<file path="src/tcr_defs.vh">
// Constants for the tuner control register bank: addresses, bit positions and reset values.
`ifndef TCR_DEFS_VH
`define TCR_DEFS_VH

// Serial register addresses (5-bit address field).
`define TCR_ADDR_EVENT 5'h02
`define TCR_ADDR_TUNE 5'h03
`define TCR_ADDR_CTRL 5'h04
`define TCR_ADDR_LIMIT 5'h10

// Serial frame layout: address byte then two data bytes, MSB first.
`define TCR_FRAME_BITS 5'h18
`define TCR_ADDR_BITS 5'h08
`define TCR_WORD_BITS 5'h10

// Reset values.
`define TCR_EVENT_RST 16'h0000
`define TCR_TUNE_RST 16'h8000
`define TCR_CTRL_RST 16'h08D2

// Tuning register fields.
`define TCR_TUNE_SUD 15
`define TCR_TUNE_SM 14
`define TCR_TUNE_FR_MSB 13

// Tuner control register fields.
`define TCR_CTRL_PWR_MSB 15
`define TCR_CTRL_PWR_LSB 14
`define TCR_CTRL_BAND 13
`define TCR_CTRL_SOFT_PORT_SOURCE 12
`define TCR_CTRL_IFCT 11
`define TCR_CTRL_AMUTE 10
`define TCR_CTRL_SOFT_MUTE_ENABLE 9
`define TCR_CTRL_SNC 8
`define TCR_CTRL_HMUTE 7
`define TCR_CTRL_SSL_MSB 6
`define TCR_CTRL_SSL_LSB 5
`define TCR_CTRL_INJ 4
`define TCR_CTRL_MONO 3
`define TCR_CTRL_SWP 2
`define TCR_CTRL_DEEMPH 1
`define TCR_CTRL_STOPF 0

// Power field codes.
`define TCR_PWR_OFF 2'h0
`define TCR_PWR_RADIO 2'h1
`define TCR_PWR_BOTH 2'h3

`endif

</file>
<file path="src/tcr_sync2.v">
// Two-flop synchroniser for pin inputs of the tuner control register bank.
`timescale 1ns/1ps
module tcr_sync2 #(
  parameter W = 3
) (
  input wire clk_i,
  input wire rst_b_i,
  input wire ce_i,
  input wire [W-1:0] d_i,
  input wire [W-1:0] rst_val_i,
  output wire [W-1:0] q_o
);
  reg [W-1:0] meta_ff;
  reg [W-1:0] sync_ff;

  // The reset value is all ones at every instance; the value tied to rst_val_i is not used.
  always @(posedge clk_i or negedge rst_b_i)
  begin
    if (!rst_b_i)
    begin
      meta_ff <= {W{1'b1}};
      sync_ff <= {W{1'b1}};
    end
    else if (ce_i)
    begin
      meta_ff <= d_i;
      sync_ff <= meta_ff;
    end
  end

  assign q_o = sync_ff;
endmodule // tcr_sync2

</file>
<file path="src/tcr_top.v">
// Tuner control register bank with its 3-wire serial slave port.
// Operation
// - Event register sits at serial address 02.
// - Bit 15 flags decoded data available.
// - Bit 13 flags decoder sync lost.
// - Bit 12 flags bad IF count.
// - Bit 11 flags level below stop level.
// - Bit 9 flags tuner state machine ready.
// - Bit 8 flags band limit or timeout.
// - Address 03 holds direction, mode, frequency.
// - Power field decodes radio and decoder enables.
// - Bit 13 selects the tuning band.
// - Soft port pin shows ready flag or bit.
// - Bit 11 selects IF count duration.
// - Bits 10 and 7 mute both channels.
// - Bits 9, 8 enable soft mute, noise cancel.
// - Bit 4 injection side, bit 3 mono.
// - Bit 1 selects de-emphasis time constant.
// - Bit 0 stops search on failed count.
// - 16-bit words, MSB first, 5-bit address.
`timescale 1ns/1ps
`include "tcr_defs.vh"
module tcr_top (
  input wire clk_i,
  input wire rst_b_i,
  input wire ce_i,
  input wire spi_cs_b_i,
  input wire spi_clk_i,
  input wire spi_data_i,
  output wire spi_data_o,
  output wire spi_data_oe_o,
  input wire decoded_block_ready_i,
  input wire sync_lost_i,
  input wire if_count_error_i,
  input wire signal_level_drop_i,
  input wire tuner_ready_i,
  input wire band_limit_i,
  output wire event_irq_b_o,
  output wire soft_port_pin_o,
  output wire search_direction_up_o,
  output wire search_mode_select_o,
  output wire [13:0] frequency_setting_o,
  output wire tune_start_o,
  output wire radio_on_o,
  output wire decoder_on_o,
  output wire band_select_o,
  output wire if_count_duration_o,
  output wire audio_mute_o,
  output wire soft_mute_enable_o,
  output wire noise_cancel_enable_o,
  output wire [1:0] search_stop_level_o,
  output wire injection_side_o,
  output wire force_mono_o,
  output wire deemphasis_select_o,
  output wire stop_on_failed_count_o
);

  // Serial frame sequencer states.
  localparam [1:0] ST_IDLE = 2'h0;
  localparam [1:0] ST_ADDR = 2'h1;
  localparam [1:0] ST_DATA = 2'h2;
  localparam [1:0] ST_DONE = 2'h3;

  // Event register image: flags in the upper byte, masks in the lower.
  function [15:0] event_word;
    input [5:0] flags;
    input [5:0] masks;
    begin
      event_word = {flags[5], 1'b0, flags[4], flags[3], flags[2], 1'b0, flags[1], flags[0],
                    masks[5], 1'b0, masks[4], masks[3], masks[2], 1'b0, masks[1], masks[0]};
    end
  endfunction

  // Only addresses 0 to 15 are recognised by the serial port.
  function addr_known;
    input [4:0] a;
    begin
      addr_known = (a < `TCR_ADDR_LIMIT);
    end
  endfunction

  wire [2:0] pin_sync;
  wire cs_b_s;
  wire sclk_s;
  wire sdi_s;
  wire [5:0] event_in;
  wire sclk_rise;
  wire sclk_fall;
  wire [23:0] frame_next;
  wire addr_byte_done;
  wire frame_done;
  wire [4:0] byte_addr;
  wire byte_rd;
  wire [15:0] wr_word;
  wire wr_event;
  wire wr_tune;
  wire wr_ctrl;
  wire rd_event_clr;

  reg sclk_q_ff;
  reg [1:0] state_ff;
  reg [1:0] nxt_state;
  reg [4:0] bit_cnt_ff;
  reg [23:0] shift_in_ff;
  reg [15:0] shift_out_ff;
  reg rd_mode_ff;
  reg rd_known_ff;
  reg sdo_ff;
  reg sdo_oe_ff;
  reg [5:0] flags_ff;
  reg [5:0] nxt_flags;
  reg [5:0] masks_ff;
  reg [15:0] tune_ff;
  reg [15:0] ctrl_ff;
  reg tune_start_ff;
  reg irq_b_ff;
  reg soft_port_ff;
  reg radio_on_ff;
  reg decoder_on_ff;
  reg audio_mute_ff;
  reg [15:0] rd_word;

  tcr_sync2 #(
    .W(3)
  ) u_pin_sync (
    .clk_i(clk_i),
    .rst_b_i(rst_b_i),
    .ce_i(ce_i),
    .d_i({spi_cs_b_i, spi_clk_i, spi_data_i}),
    .rst_val_i(3'h7),
    .q_o(pin_sync)
  );

  assign cs_b_s = pin_sync[2];
  assign sclk_s = pin_sync[1];
  assign sdi_s = pin_sync[0];

  assign event_in = {decoded_block_ready_i, sync_lost_i, if_count_error_i,
                     signal_level_drop_i, tuner_ready_i, band_limit_i};

  // Edges are taken from the synchronised copy, never from the first stage.
  assign sclk_rise = sclk_s & ~sclk_q_ff & ~cs_b_s;
  assign sclk_fall = ~sclk_s & sclk_q_ff & ~cs_b_s;

  assign frame_next = {shift_in_ff[22:0], sdi_s};
  assign addr_byte_done = sclk_rise && (state_ff == ST_ADDR) && (bit_cnt_ff == `TCR_ADDR_BITS - 5'h01);
  assign frame_done = sclk_rise && (state_ff == ST_DATA) && (bit_cnt_ff == `TCR_FRAME_BITS - 5'h01);
  assign byte_addr = frame_next[5:1];
  assign byte_rd = frame_next[0];
  assign wr_word = frame_next[15:0];

  // A write frame commits only after all 24 bits have arrived.
  assign wr_event = frame_done && !rd_mode_ff && (frame_next[21:17] == `TCR_ADDR_EVENT);
  assign wr_tune = frame_done && !rd_mode_ff && (frame_next[21:17] == `TCR_ADDR_TUNE);
  assign wr_ctrl = frame_done && !rd_mode_ff && (frame_next[21:17] == `TCR_ADDR_CTRL);

  // Reading the event register clears its flags as the word is captured.
  assign rd_event_clr = addr_byte_done && byte_rd && (byte_addr == `TCR_ADDR_EVENT);

  // Read multiplexer; other recognised addresses belong to other blocks and read zero here.
  always @*
  begin
    rd_word = 16'h0000;
    case (byte_addr)
      `TCR_ADDR_EVENT: rd_word = event_word(flags_ff | event_in, masks_ff);
      `TCR_ADDR_TUNE: rd_word = tune_ff;
      `TCR_ADDR_CTRL: rd_word = ctrl_ff;
      default: rd_word = 16'h0000;
    endcase
  end

  // Frame sequencer.
  always @*
  begin
    nxt_state = state_ff;
    case (state_ff)
      ST_IDLE:
        nxt_state = ST_ADDR;
      ST_ADDR:
        if (addr_byte_done)
        begin
          nxt_state = ST_DATA;
        end
      ST_DATA:
        if (frame_done)
        begin
          nxt_state = ST_DONE;
        end
      ST_DONE:
        nxt_state = ST_DONE;
      default:
        nxt_state = ST_IDLE;
    endcase
    if (cs_b_s)
    begin
      nxt_state = ST_IDLE;
    end
  end

  always @(posedge clk_i or negedge rst_b_i)
  begin
    if (!rst_b_i)
    begin
      sclk_q_ff <= 1'b1;
      state_ff <= ST_IDLE;
      bit_cnt_ff <= 5'h00;
      shift_in_ff <= 24'h00_0000;
      rd_mode_ff <= 1'b0;
      rd_known_ff <= 1'b0;
    end
    else if (ce_i)
    begin
      sclk_q_ff <= sclk_s;
      state_ff <= nxt_state;
      if (cs_b_s)
      begin
        bit_cnt_ff <= 5'h00;
        rd_mode_ff <= 1'b0;
        rd_known_ff <= 1'b0;
      end
      else if (sclk_rise && (state_ff != ST_DONE))
      begin
        shift_in_ff <= frame_next;
        bit_cnt_ff <= bit_cnt_ff + 5'h01;
        if (addr_byte_done)
        begin
          rd_mode_ff <= byte_rd;
          // Whether the address is known is kept here because later data bits shift the address along the shift register.
          rd_known_ff <= addr_known(byte_addr);
        end
      end
    end
  end

  // Read data leaves on falling clock edges, MSB first; unknown addresses keep the line released.
  always @(posedge clk_i or negedge rst_b_i)
  begin
    if (!rst_b_i)
    begin
      shift_out_ff <= 16'h0000;
      sdo_ff <= 1'b0;
      sdo_oe_ff <= 1'b0;
    end
    else if (ce_i)
    begin
      if (cs_b_s)
      begin
        sdo_oe_ff <= 1'b0;
        sdo_ff <= 1'b0;
      end
      else if (addr_byte_done && byte_rd && addr_known(byte_addr))
      begin
        shift_out_ff <= rd_word;
      end
      else if (sclk_fall && rd_mode_ff && rd_known_ff && (state_ff != ST_ADDR))
      begin
        sdo_oe_ff <= 1'b1;
        sdo_ff <= shift_out_ff[15];
        shift_out_ff <= {shift_out_ff[14:0], 1'b0};
      end
    end
  end

  // Flags: any event seen while the clock enable is high sets its flag, and an event in the clearing cycle still wins.
  always @*
  begin
    nxt_flags = flags_ff;
    if (rd_event_clr)
    begin
      nxt_flags = 6'h00;
    end
    nxt_flags = nxt_flags | event_in;
  end

  always @(posedge clk_i or negedge rst_b_i)
  begin
    if (!rst_b_i)
    begin
      flags_ff <= 6'h00;
      masks_ff <= 6'h00;
      tune_ff <= `TCR_TUNE_RST;
      ctrl_ff <= `TCR_CTRL_RST;
      tune_start_ff <= 1'b0;
    end
    else if (ce_i)
    begin
      flags_ff <= nxt_flags;
      tune_start_ff <= wr_tune;
      if (wr_event)
      begin
        masks_ff <= {wr_word[7], wr_word[5], wr_word[4], wr_word[3], wr_word[1], wr_word[0]};
      end
      if (wr_tune)
      begin
        tune_ff <= wr_word;
      end
      if (wr_ctrl)
      begin
        ctrl_ff <= wr_word;
      end
    end
  end

  // Derived outputs are registered so every pin comes straight from a flip-flop.
  always @(posedge clk_i or negedge rst_b_i)
  begin
    if (!rst_b_i)
    begin
      irq_b_ff <= 1'b1;
      soft_port_ff <= 1'b0;
      radio_on_ff <= 1'b0;
      decoder_on_ff <= 1'b0;
      audio_mute_ff <= 1'b1;
    end
    else if (ce_i)
    begin
      irq_b_ff <= ~|(nxt_flags & masks_ff);
      // Soft port follows the ready flag or the plain port bit.
      soft_port_ff <= ctrl_ff[`TCR_CTRL_SOFT_PORT_SOURCE] ? nxt_flags[1] : ctrl_ff[`TCR_CTRL_SWP];
      // Code 10 is unused and is treated as fully off.
      radio_on_ff <= (ctrl_ff[`TCR_CTRL_PWR_MSB:`TCR_CTRL_PWR_LSB] == `TCR_PWR_RADIO) ||
                     (ctrl_ff[`TCR_CTRL_PWR_MSB:`TCR_CTRL_PWR_LSB] == `TCR_PWR_BOTH);
      decoder_on_ff <= (ctrl_ff[`TCR_CTRL_PWR_MSB:`TCR_CTRL_PWR_LSB] == `TCR_PWR_BOTH);
      audio_mute_ff <= ctrl_ff[`TCR_CTRL_AMUTE] | ctrl_ff[`TCR_CTRL_HMUTE];
    end
  end

  assign spi_data_o = sdo_ff;
  assign spi_data_oe_o = sdo_oe_ff;
  assign event_irq_b_o = irq_b_ff;
  assign soft_port_pin_o = soft_port_ff;
  assign search_direction_up_o = tune_ff[`TCR_TUNE_SUD];
  assign search_mode_select_o = tune_ff[`TCR_TUNE_SM];
  assign frequency_setting_o = tune_ff[`TCR_TUNE_FR_MSB:0];
  assign tune_start_o = tune_start_ff;
  assign radio_on_o = radio_on_ff;
  assign decoder_on_o = decoder_on_ff;
  assign band_select_o = ctrl_ff[`TCR_CTRL_BAND];
  assign if_count_duration_o = ctrl_ff[`TCR_CTRL_IFCT];
  assign audio_mute_o = audio_mute_ff;
  assign soft_mute_enable_o = ctrl_ff[`TCR_CTRL_SOFT_MUTE_ENABLE];
  assign noise_cancel_enable_o = ctrl_ff[`TCR_CTRL_SNC];
  assign search_stop_level_o = ctrl_ff[`TCR_CTRL_SSL_MSB:`TCR_CTRL_SSL_LSB];
  assign injection_side_o = ctrl_ff[`TCR_CTRL_INJ];
  assign force_mono_o = ctrl_ff[`TCR_CTRL_MONO];
  assign deemphasis_select_o = ctrl_ff[`TCR_CTRL_DEEMPH];
  assign stop_on_failed_count_o = ctrl_ff[`TCR_CTRL_STOPF];

endmodule // tcr_top

</file>
<file path="config.mk">
export PLATFORM = sky130hd
export DESIGN_NAME = tcr_top
export DESIGN_NICKNAME = d
export VERILOG_FILES = /design/src/tcr_sync2.v /design/src/tcr_top.v
export VERILOG_INCLUDE_DIRS = /design/src
export SDC_FILE = /design/constraint.sdc
export NUM_CORES = 1
export LEC_CHECK = 0
export BUFFER_PORTS_ARGS = -buffer_cell sky130_fd_sc_hd__buf_2
export CORE_MARGIN = 2
export CORE_UTILIZATION = 50
export DETAILED_ROUTE_END_ITERATION = 12
export GPL_TIMING_DRIVEN = 0
export HOLD_SLACK_MARGIN = 0.02
export PLACE_DENSITY = 0.72
export SKIP_LAST_GASP = 1
export SYNTH_ARGS = -nofsm -noshare
export SYNTH_HDL_FRONTEND = slang
export SYNTH_SLANG_ARGS = --single-unit
</file>
<file path="constraint.sdc">
create_clock -name clk_i -period 2.3 [get_ports clk_i]
set_input_delay 0.345 -clock clk_i [delete_from_list [all_inputs] [get_ports clk_i]]
set_output_delay 0.345 -clock clk_i [all_outputs]
set_load 0.05 [all_outputs]
</file>
==> results.ini, run 1 <==
[detailed_routing]
wl_mm = 11.9
first_pass_iters = 4
num_vias = 3593
wire_per_inst_um = 20.4
antenna_left = 0
vias_per_cell = 6.15
drt-initial-drc-count = 228
drc = 0

[floorplanning]
start_util_pct = 50.9
io_pins = 46
die_width_um = 103
die_y_um = 103
fp.coreArea_mm2 = 0.00968
die-area_mm2 = 0.0107
num_rows = 36

[logic_synthesis]
syn_avg_cell_area_um2 = 12.8
synthArstFlopShare_pct = 100
yosys_register_bits = 105
netlist.area_leader.share_pct = 45.7
synth_nets = 397
syn-instance-count = 384
synthFlopType = dfrtp_1
ys_warn_count = 0
yosys.area.top_type = dfrtp_1
syn_area_mm2 = 0.00493
synthTopCellsByCount = dfrtp_1 (90), mux2_2 (61), dfstp_2 (15)
synth-edff-count = 0
ys_seq_area_share_pct = 53.7
synth_area_leaders = dfrtp_1 (46%), mux2_2 (14%), dfstp_2 (8.0%), mux2_1 (2.5%), o32a_1 (2.2%)
yosysMostFrequentCell = dfrtp_1
yosysUniqueCellTypes = 59

[finish]
nets = 459
areaGrowthSynthToFinish_pct = 15.2
final_cells = 584
diodes = 0
layout-drive-gt1-share_pct = 39.7
nFillCells = 785
design_area_mm2 = 0.00568

[setup_path]
timing.critical_path.arrival_ns = 2.49
cp_top_family = compound AO/OA/AOI/OAI gates
crit_type = flip-flop to flip-flop
slowest_stage = nor3b_2
r2r_setup_slack_ns = 0.12
reg2reg_depth = 6
crit_path_max_incr_delay_ns = 0.45
worstReg2RegStart = shift_in_ff[4]
crit_required_ns = 2.61
critPathCaptureType = flip-flop
crit-reg2reg-capture = shift_out_ff[15]
cp_cell_sequence = buf_2 -> nor3b_2 -> a21oi_1 -> clkbuf_1 -> a211oi_1 -> o32a_1
crit_buf_inv = 2
startpoint_type = flip-flop
critPathMaxFanout = 10

[sta]
fin_hold_ws_ns = 0.209
fin_crit_ns = 2.18
finalCritPeriodShare_pct = 94.6
setup_viol = 0
tightest_slew_ns = 0.650
drv_slew = 0
slew_headroom_pct = 56.0
max_freq_mhz = 459
hold_viol = 0
rsz0062_at_grt = yes
skew_ns = 0.00839

[hold_path]
min_path_type = input pin to flip-flop
hold_depth = 2
hp-start = spi_clk_i
holdPathEnd = u_pin_sync.meta_ff[1]

[placed_design]
dp.cells = 562
portBuffers = 44
place_hpwl_mm = 8.48
place_congestion = 0.984
place_area_mm2 = 0.00535

[clocking]
clock_latency_ns = 0.37
clock_path_buffers = 2
h-tree-depth = 3
clock-root-buffer = clkbuf_8
cts_made_buffers = 9
cts.sinks = 105
cts_tree = built
clkTransAtPathRegs_ns = 0.09

[global_routing]
grt_max_degree = 61
grt.total_usage_pct = 24.2
grt_pass1_wl_mm = 19.3
grt_use_met2_pct = 35.0
use_met3_pct = 5.58
use_met1_pct = 35.9
gr-total-overflow = 0
grt_busiest_layer = met1
grt_antenna_before_repair = 0
grt_pass1_vias = 3447

[power]
netSwitchingFraction_pct = 30.7
peakVddDrop_v = 0.000421
switchingPower_uw = 1380
p_clk_share_pct = 30.7
p_leak_uw = 0.00258
seqPwrFrac_pct = 49.3
power_uw = 4490
p_int_uw = 3110
power_frac_comb_pct = 20.1
powerDensity_mw_per_mm2 = 790

[status]
status = completed

[flow_run]
timing.max_cap.violations = 0

state kept, by name (all words and copies together), names as in the netlist:
register and cells:
u_pin_sync.q_o 3, masks_ff 6, u_pin_sync.meta_ff 3, decoder_on_o 1, event_irq_b_o 1, rd_known_ff 1
bit_cnt_ff 5, tune_start_o 1, flags_ff 6, audio_mute_o 1, ctrl_ff 16, state_ff 2
spi_data_oe_o 1, soft_port_pin_o 1, sclk_q_ff 1, tune_ff 16, spi_data_o 1, shift_in_ff 21
radio_on_o 1, rd_mode_ff 1, shift_out_ff 16
cells in the final DEF, fill, tap and decap left out, drive strengths merged, types with 3 or more instances in the layout:
cell / Yosys / routed
dfrtp: 90 / 90
mux2: 72 / 72
buf: 14 / 64
clkbuf: 12 / 23
dfstp: 15 / 15
nand2b: 12 / 12
o21a: 12 / 12
nand3: 12 / 12
o32a: 11 / 11
nand2: 11 / 11
nor3: 8 / 8
nor2: 7 / 7
o311ai: 7 / 7
a21oi: 7 / 7
a211oi: 7 / 7
inv: 6 / 6
a32oi: 6 / 6
a22o: 6 / 6
o21ai: 5 / 5
nand4: 5 / 5
nor4: 5 / 5
a32o: 4 / 4
a21o: 4 / 4
xor2: 4 / 4
nor3b: 4 / 4
or3: 3 / 3
o221a: 3 / 3
and2: 3 / 3
a22oi: 3 / 3
bufinv: 0 / 3
what timing repair did:
action                                 4_1_cts  5_1_grt
gates resized for setup                      2       11
endpoints found under the hold margin       37        0
pin swaps                                    3        0
setup endpoints to repair                   48       11
setup buffers                                5        0
hold buffers                                 1        0
worst max-delay path by stage:
stage	start	end	cells after the start	slack, ns
CTS	shift_in_ff[4]	shift_out_ff[15]	6	0.04
detailed placement	bit_cnt_ff[0]	tune_ff[13]	6	-0.23
global route	shift_in_ff[4]	shift_out_ff[15]	6	-0.009
global placement	rst_b_i	shift_out_ff[4]	1	-0.21
floorplan	bit_cnt_ff[0]	tune_ff[10]	6	0.17
finish	shift_in_ff[4]	shift_out_ff[15]	6	0.12
power groups by stage:
stage | sequential [uW] | clock, uW | combinational, uW
4_1_cts | 2200 | 1380 | 868
2_1_floorplan | 2210 | 0 | 574
3_5_place_dp | 2240 | 0 | 859
6_report | 2210 | 1380 | 900
5_1_grt | 2240 | 1480 | 976
3_3_place_gp | 2230 | 0 | 831
per-layer routing:
layer / share of wire [%] / wire length [um] / up-vias
met5: 0 / 0 / -
met4: 2.0 / 242 / 0
met3: 6.7 / 795 / 23
met2: 45 / 5390 / 151
met1: 46 / 5480 / 1818
li1: - / - / 1601
through the flow:
| step | setup TNS (ns) | worst slack, ns | util (%) |
|---|---|---|---|
| after floorplan | 0 | 0.173 | - |
| after global placement | -21.43 | -0.209 | 54.9 |
| after detailed placement | -3.81 | -0.230 | 55.2 |
| after CTS | 0 | 0.0398 | 58.3 |
| after global routing | -0.00854 | -0.00854 | 58.6 |
| final | 0 | 0.123 | 58.6 |
kinds of logic (layout without fill, tap and decap cells):
family,count (synthesis),in the layout,share of synthesized area [%]
multiplexers,73,73,16.6
buffers and inverters,32,99,3.17
adder cells (fa/ha/maj),1,1,0.254
AO/OA/AOI/OAI,83,83,13.8
flip-flops,105,105,53.7
AND/OR/NAND/NOR,86,86,11.7
XOR/XNOR,4,4,0.710
final cells by class:
class | count | area, um^2 | share of cell area (%)
repair buffers | 51 | 298 | 5.24
clock inverters | 5 | 104 | 1.83
flip-flops and latches | 105 | 2650 | 46.6
well taps | 133 | 166 | 2.93
inverters | 6 | 22.5 | 0.397
multi-input cells | 247 | 2160 | 38.1
clock buffers | 11 | 141 | 2.49
plain buffers | 26 | 139 | 2.45
Power figures use the tool's default switching activity.
==> run 2, diff against run 1 <==
CORE_ASPECT_RATIO = 1.2   (was not set)
==> results.ini, run 2 (synthesized netlist as in run 1, its figures left out) <==
[status]
status = completed

[clocking]
clock_path_buffers = 2  ; unchanged
clkTransAtPathRegs_ns = 0.07  ; -0.02 ns
clock-root-buffer = clkbuf_16
clock_latency_ns = 0.35  ; -0.02 ns
cts_tree = built
cts_made_buffers = 9  ; unchanged
h-tree-depth = 3  ; unchanged
cts.sinks = 105  ; unchanged

[detailed_routing]
wire_per_inst_um = 21.3  ; +4.3%
num_vias = 3599  ; +0.17%
vias_per_cell = 6.26  ; +1.7%
drc = 0  ; unchanged
wl_mm = 12.2  ; +2.7%
antenna_left = 0  ; unchanged
drt-initial-drc-count = 334  ; +46%
first_pass_iters = 7  ; +3

[finish]
top_register = shift_in_ff
final_cells = 575  ; -1.5%
nets = 460  ; +0.22%
final_cell_mix = dfrtp_1 (90), mux2_2 (61), buf_2 (51)
layout-drive-gt1-share_pct = 40.0  ; +0.35 points
final_util_pct = 60.2  ; +1.5 points
largest_reg_flops = 21  ; unchanged
final_common_cell = dfrtp_1
areaGrowthSynthToFinish_pct = 16.7
design_area_mm2 = 0.00575  ; +1.3%
diodes = 0  ; unchanged

[global_routing]
grt_pass1_wl_mm = 19.6  ; +1.5%
use_met1_pct = 33.5  ; -2.4 points
gr-total-overflow = 0  ; unchanged
grt.total_usage_pct = 24.3  ; +0.15 points
grt_pass1_vias = 3513  ; +1.9%
grt_busiest_layer = met2
grt_use_met2_pct = 38.1  ; +3.1 points
use_met3_pct = 5.19  ; -0.38 points
grt_antenna_before_repair = 0  ; unchanged
grt_max_degree = 68  ; +11%

[placed_design]
portBuffers = 44  ; unchanged
place_hpwl_mm = 8.41  ; -0.82%
place_congestion = 0.933  ; -5.2%
dp.cells = 552  ; -1.8%
place_area_mm2 = 0.00533  ; -0.37%

[sta]
skew_ns = 0.00662  ; -0.00177 ns
setup_viol = 0  ; unchanged
drv_slew = 0  ; unchanged
max_freq_mhz = 452  ; -1.6%
tightest_slew_ns = 0.839  ; +0.189 ns
rsz0062_at_grt = yes
fin_tns_setup_ns = 0  ; unchanged
finalCritPeriodShare_pct = 96.2  ; +1.5 points
slew_headroom_pct = 44.0  ; -12 points
hold_viol = 0  ; unchanged
fin_crit_ns = 2.21  ; +0.0352 ns

[setup_path]
crit_path_max_incr_delay_ns = 0.49  ; +0.04 ns
critPathMaxFanout = 10  ; unchanged
slowest_stage = dfrtp_1
crit-reg2reg-capture = shift_out_ff[15]
critPathCaptureType = flip-flop
timing.critical_path.arrival_ns = 2.50  ; about the same
reg2reg_depth = 5  ; -1
crit_type = flip-flop to flip-flop
crit_required_ns = 2.59  ; -0.02 ns
r2r_setup_slack_ns = 0.09  ; -0.04 ns
worstReg2RegStart = shift_in_ff[3]
cp_cell_sequence = nor2_1 -> clkbuf_1 -> nand3_1 -> a211oi_1 -> o32a_1
startpoint_type = flip-flop

[power]
peakVddDrop_v = 0.000415  ; -1.4%
powerDensity_mw_per_mm2 = 832  ; +5.3%
p_leak_uw = 0.00262  ; +1.5%

[floorplanning]
fp.coreArea_mm2 = 0.00956  ; -1.2%
die-area_mm2 = 0.0107  ; about the same
die_y_um = 113  ; +9.2%
num_rows = 39  ; +8.3%
die_width_um = 94.7  ; -8.4%
io_pins = 46  ; unchanged
start_util_pct = 51.6  ; +0.64 points

[flow_run]
timing.max_cap.violations = 0  ; unchanged

[hold_path]
min_path_type = input pin to asynchronous set/reset pin

[run 2: stage by stage]
stage / setup WS [ns] / power [uW] / hold WS, ns
2_1_floorplan: 0.173 / 2780 / 0.0494
3_3_place_gp: -0.223 / 3060 / 0.463
3_5_place_dp: -0.257 / 3090 / 0.468
4_1_cts: 0.000357 / 4770 / 0.130
5_1_grt: -0.0116 / 4970 / 0.173
6_report: 0.0880 / 4790 / 0.103
[run 2: worst max-delay path, delay by kind of cell, from the launching register on]
family,cells,cell delay [ns]
AO/OA/AOI/OAI,2,0.62
AND/OR/NAND/NOR,2,0.58
flip-flops,1,0.49
buffers and inverters,1,0.45
[run 2: worst max-delay path by stage]
stage	endpoint	cells after the start	start
5_1_grt	tune_ff[1]	6	bit_cnt_ff[0]
3_5_place_dp	tune_ff[10]	6	bit_cnt_ff[0]
6_report	shift_out_ff[15]	5	shift_in_ff[3]
2_1_floorplan	tune_ff[10]	6	bit_cnt_ff[0]
3_3_place_gp	ctrl_ff[5]	1	rst_b_i
4_1_cts	shift_out_ff[13]	6	shift_in_ff[4]
[run 2: layout make-up]
type,instances,area (um^2)
fill,809,3810
sequential,105,2650
multi-input combinational,247,2160
timing repair buffer,52,295
clock buffer,11,253
tap,123,154
buffer,26,141
clock inverter,5,77.6
inverter,6,22.5
[run 2: metal layers]
layer	wire (um)	vias up
met5	0	-
met4	368	0
met3	824	27
met2	5950	158
met1	5070	1808
li1	-	1606
[run 2: power by group]
part	internal, uW	switching (uW)	total (uW)
Sequential	2030	175	2210
Clock	1010	659	1670
Combinational	319	592	911
[run 2: timing repair]
item | CTS | global route
hold buffers | 0 | 0
gates resized for setup | 1 | 13
setup endpoints to repair | 37 | 33
setup buffers | 7 | 0
hold endpoints to repair | 0 | 0
pin swaps | 3 | 0
cloned | 0 | 0
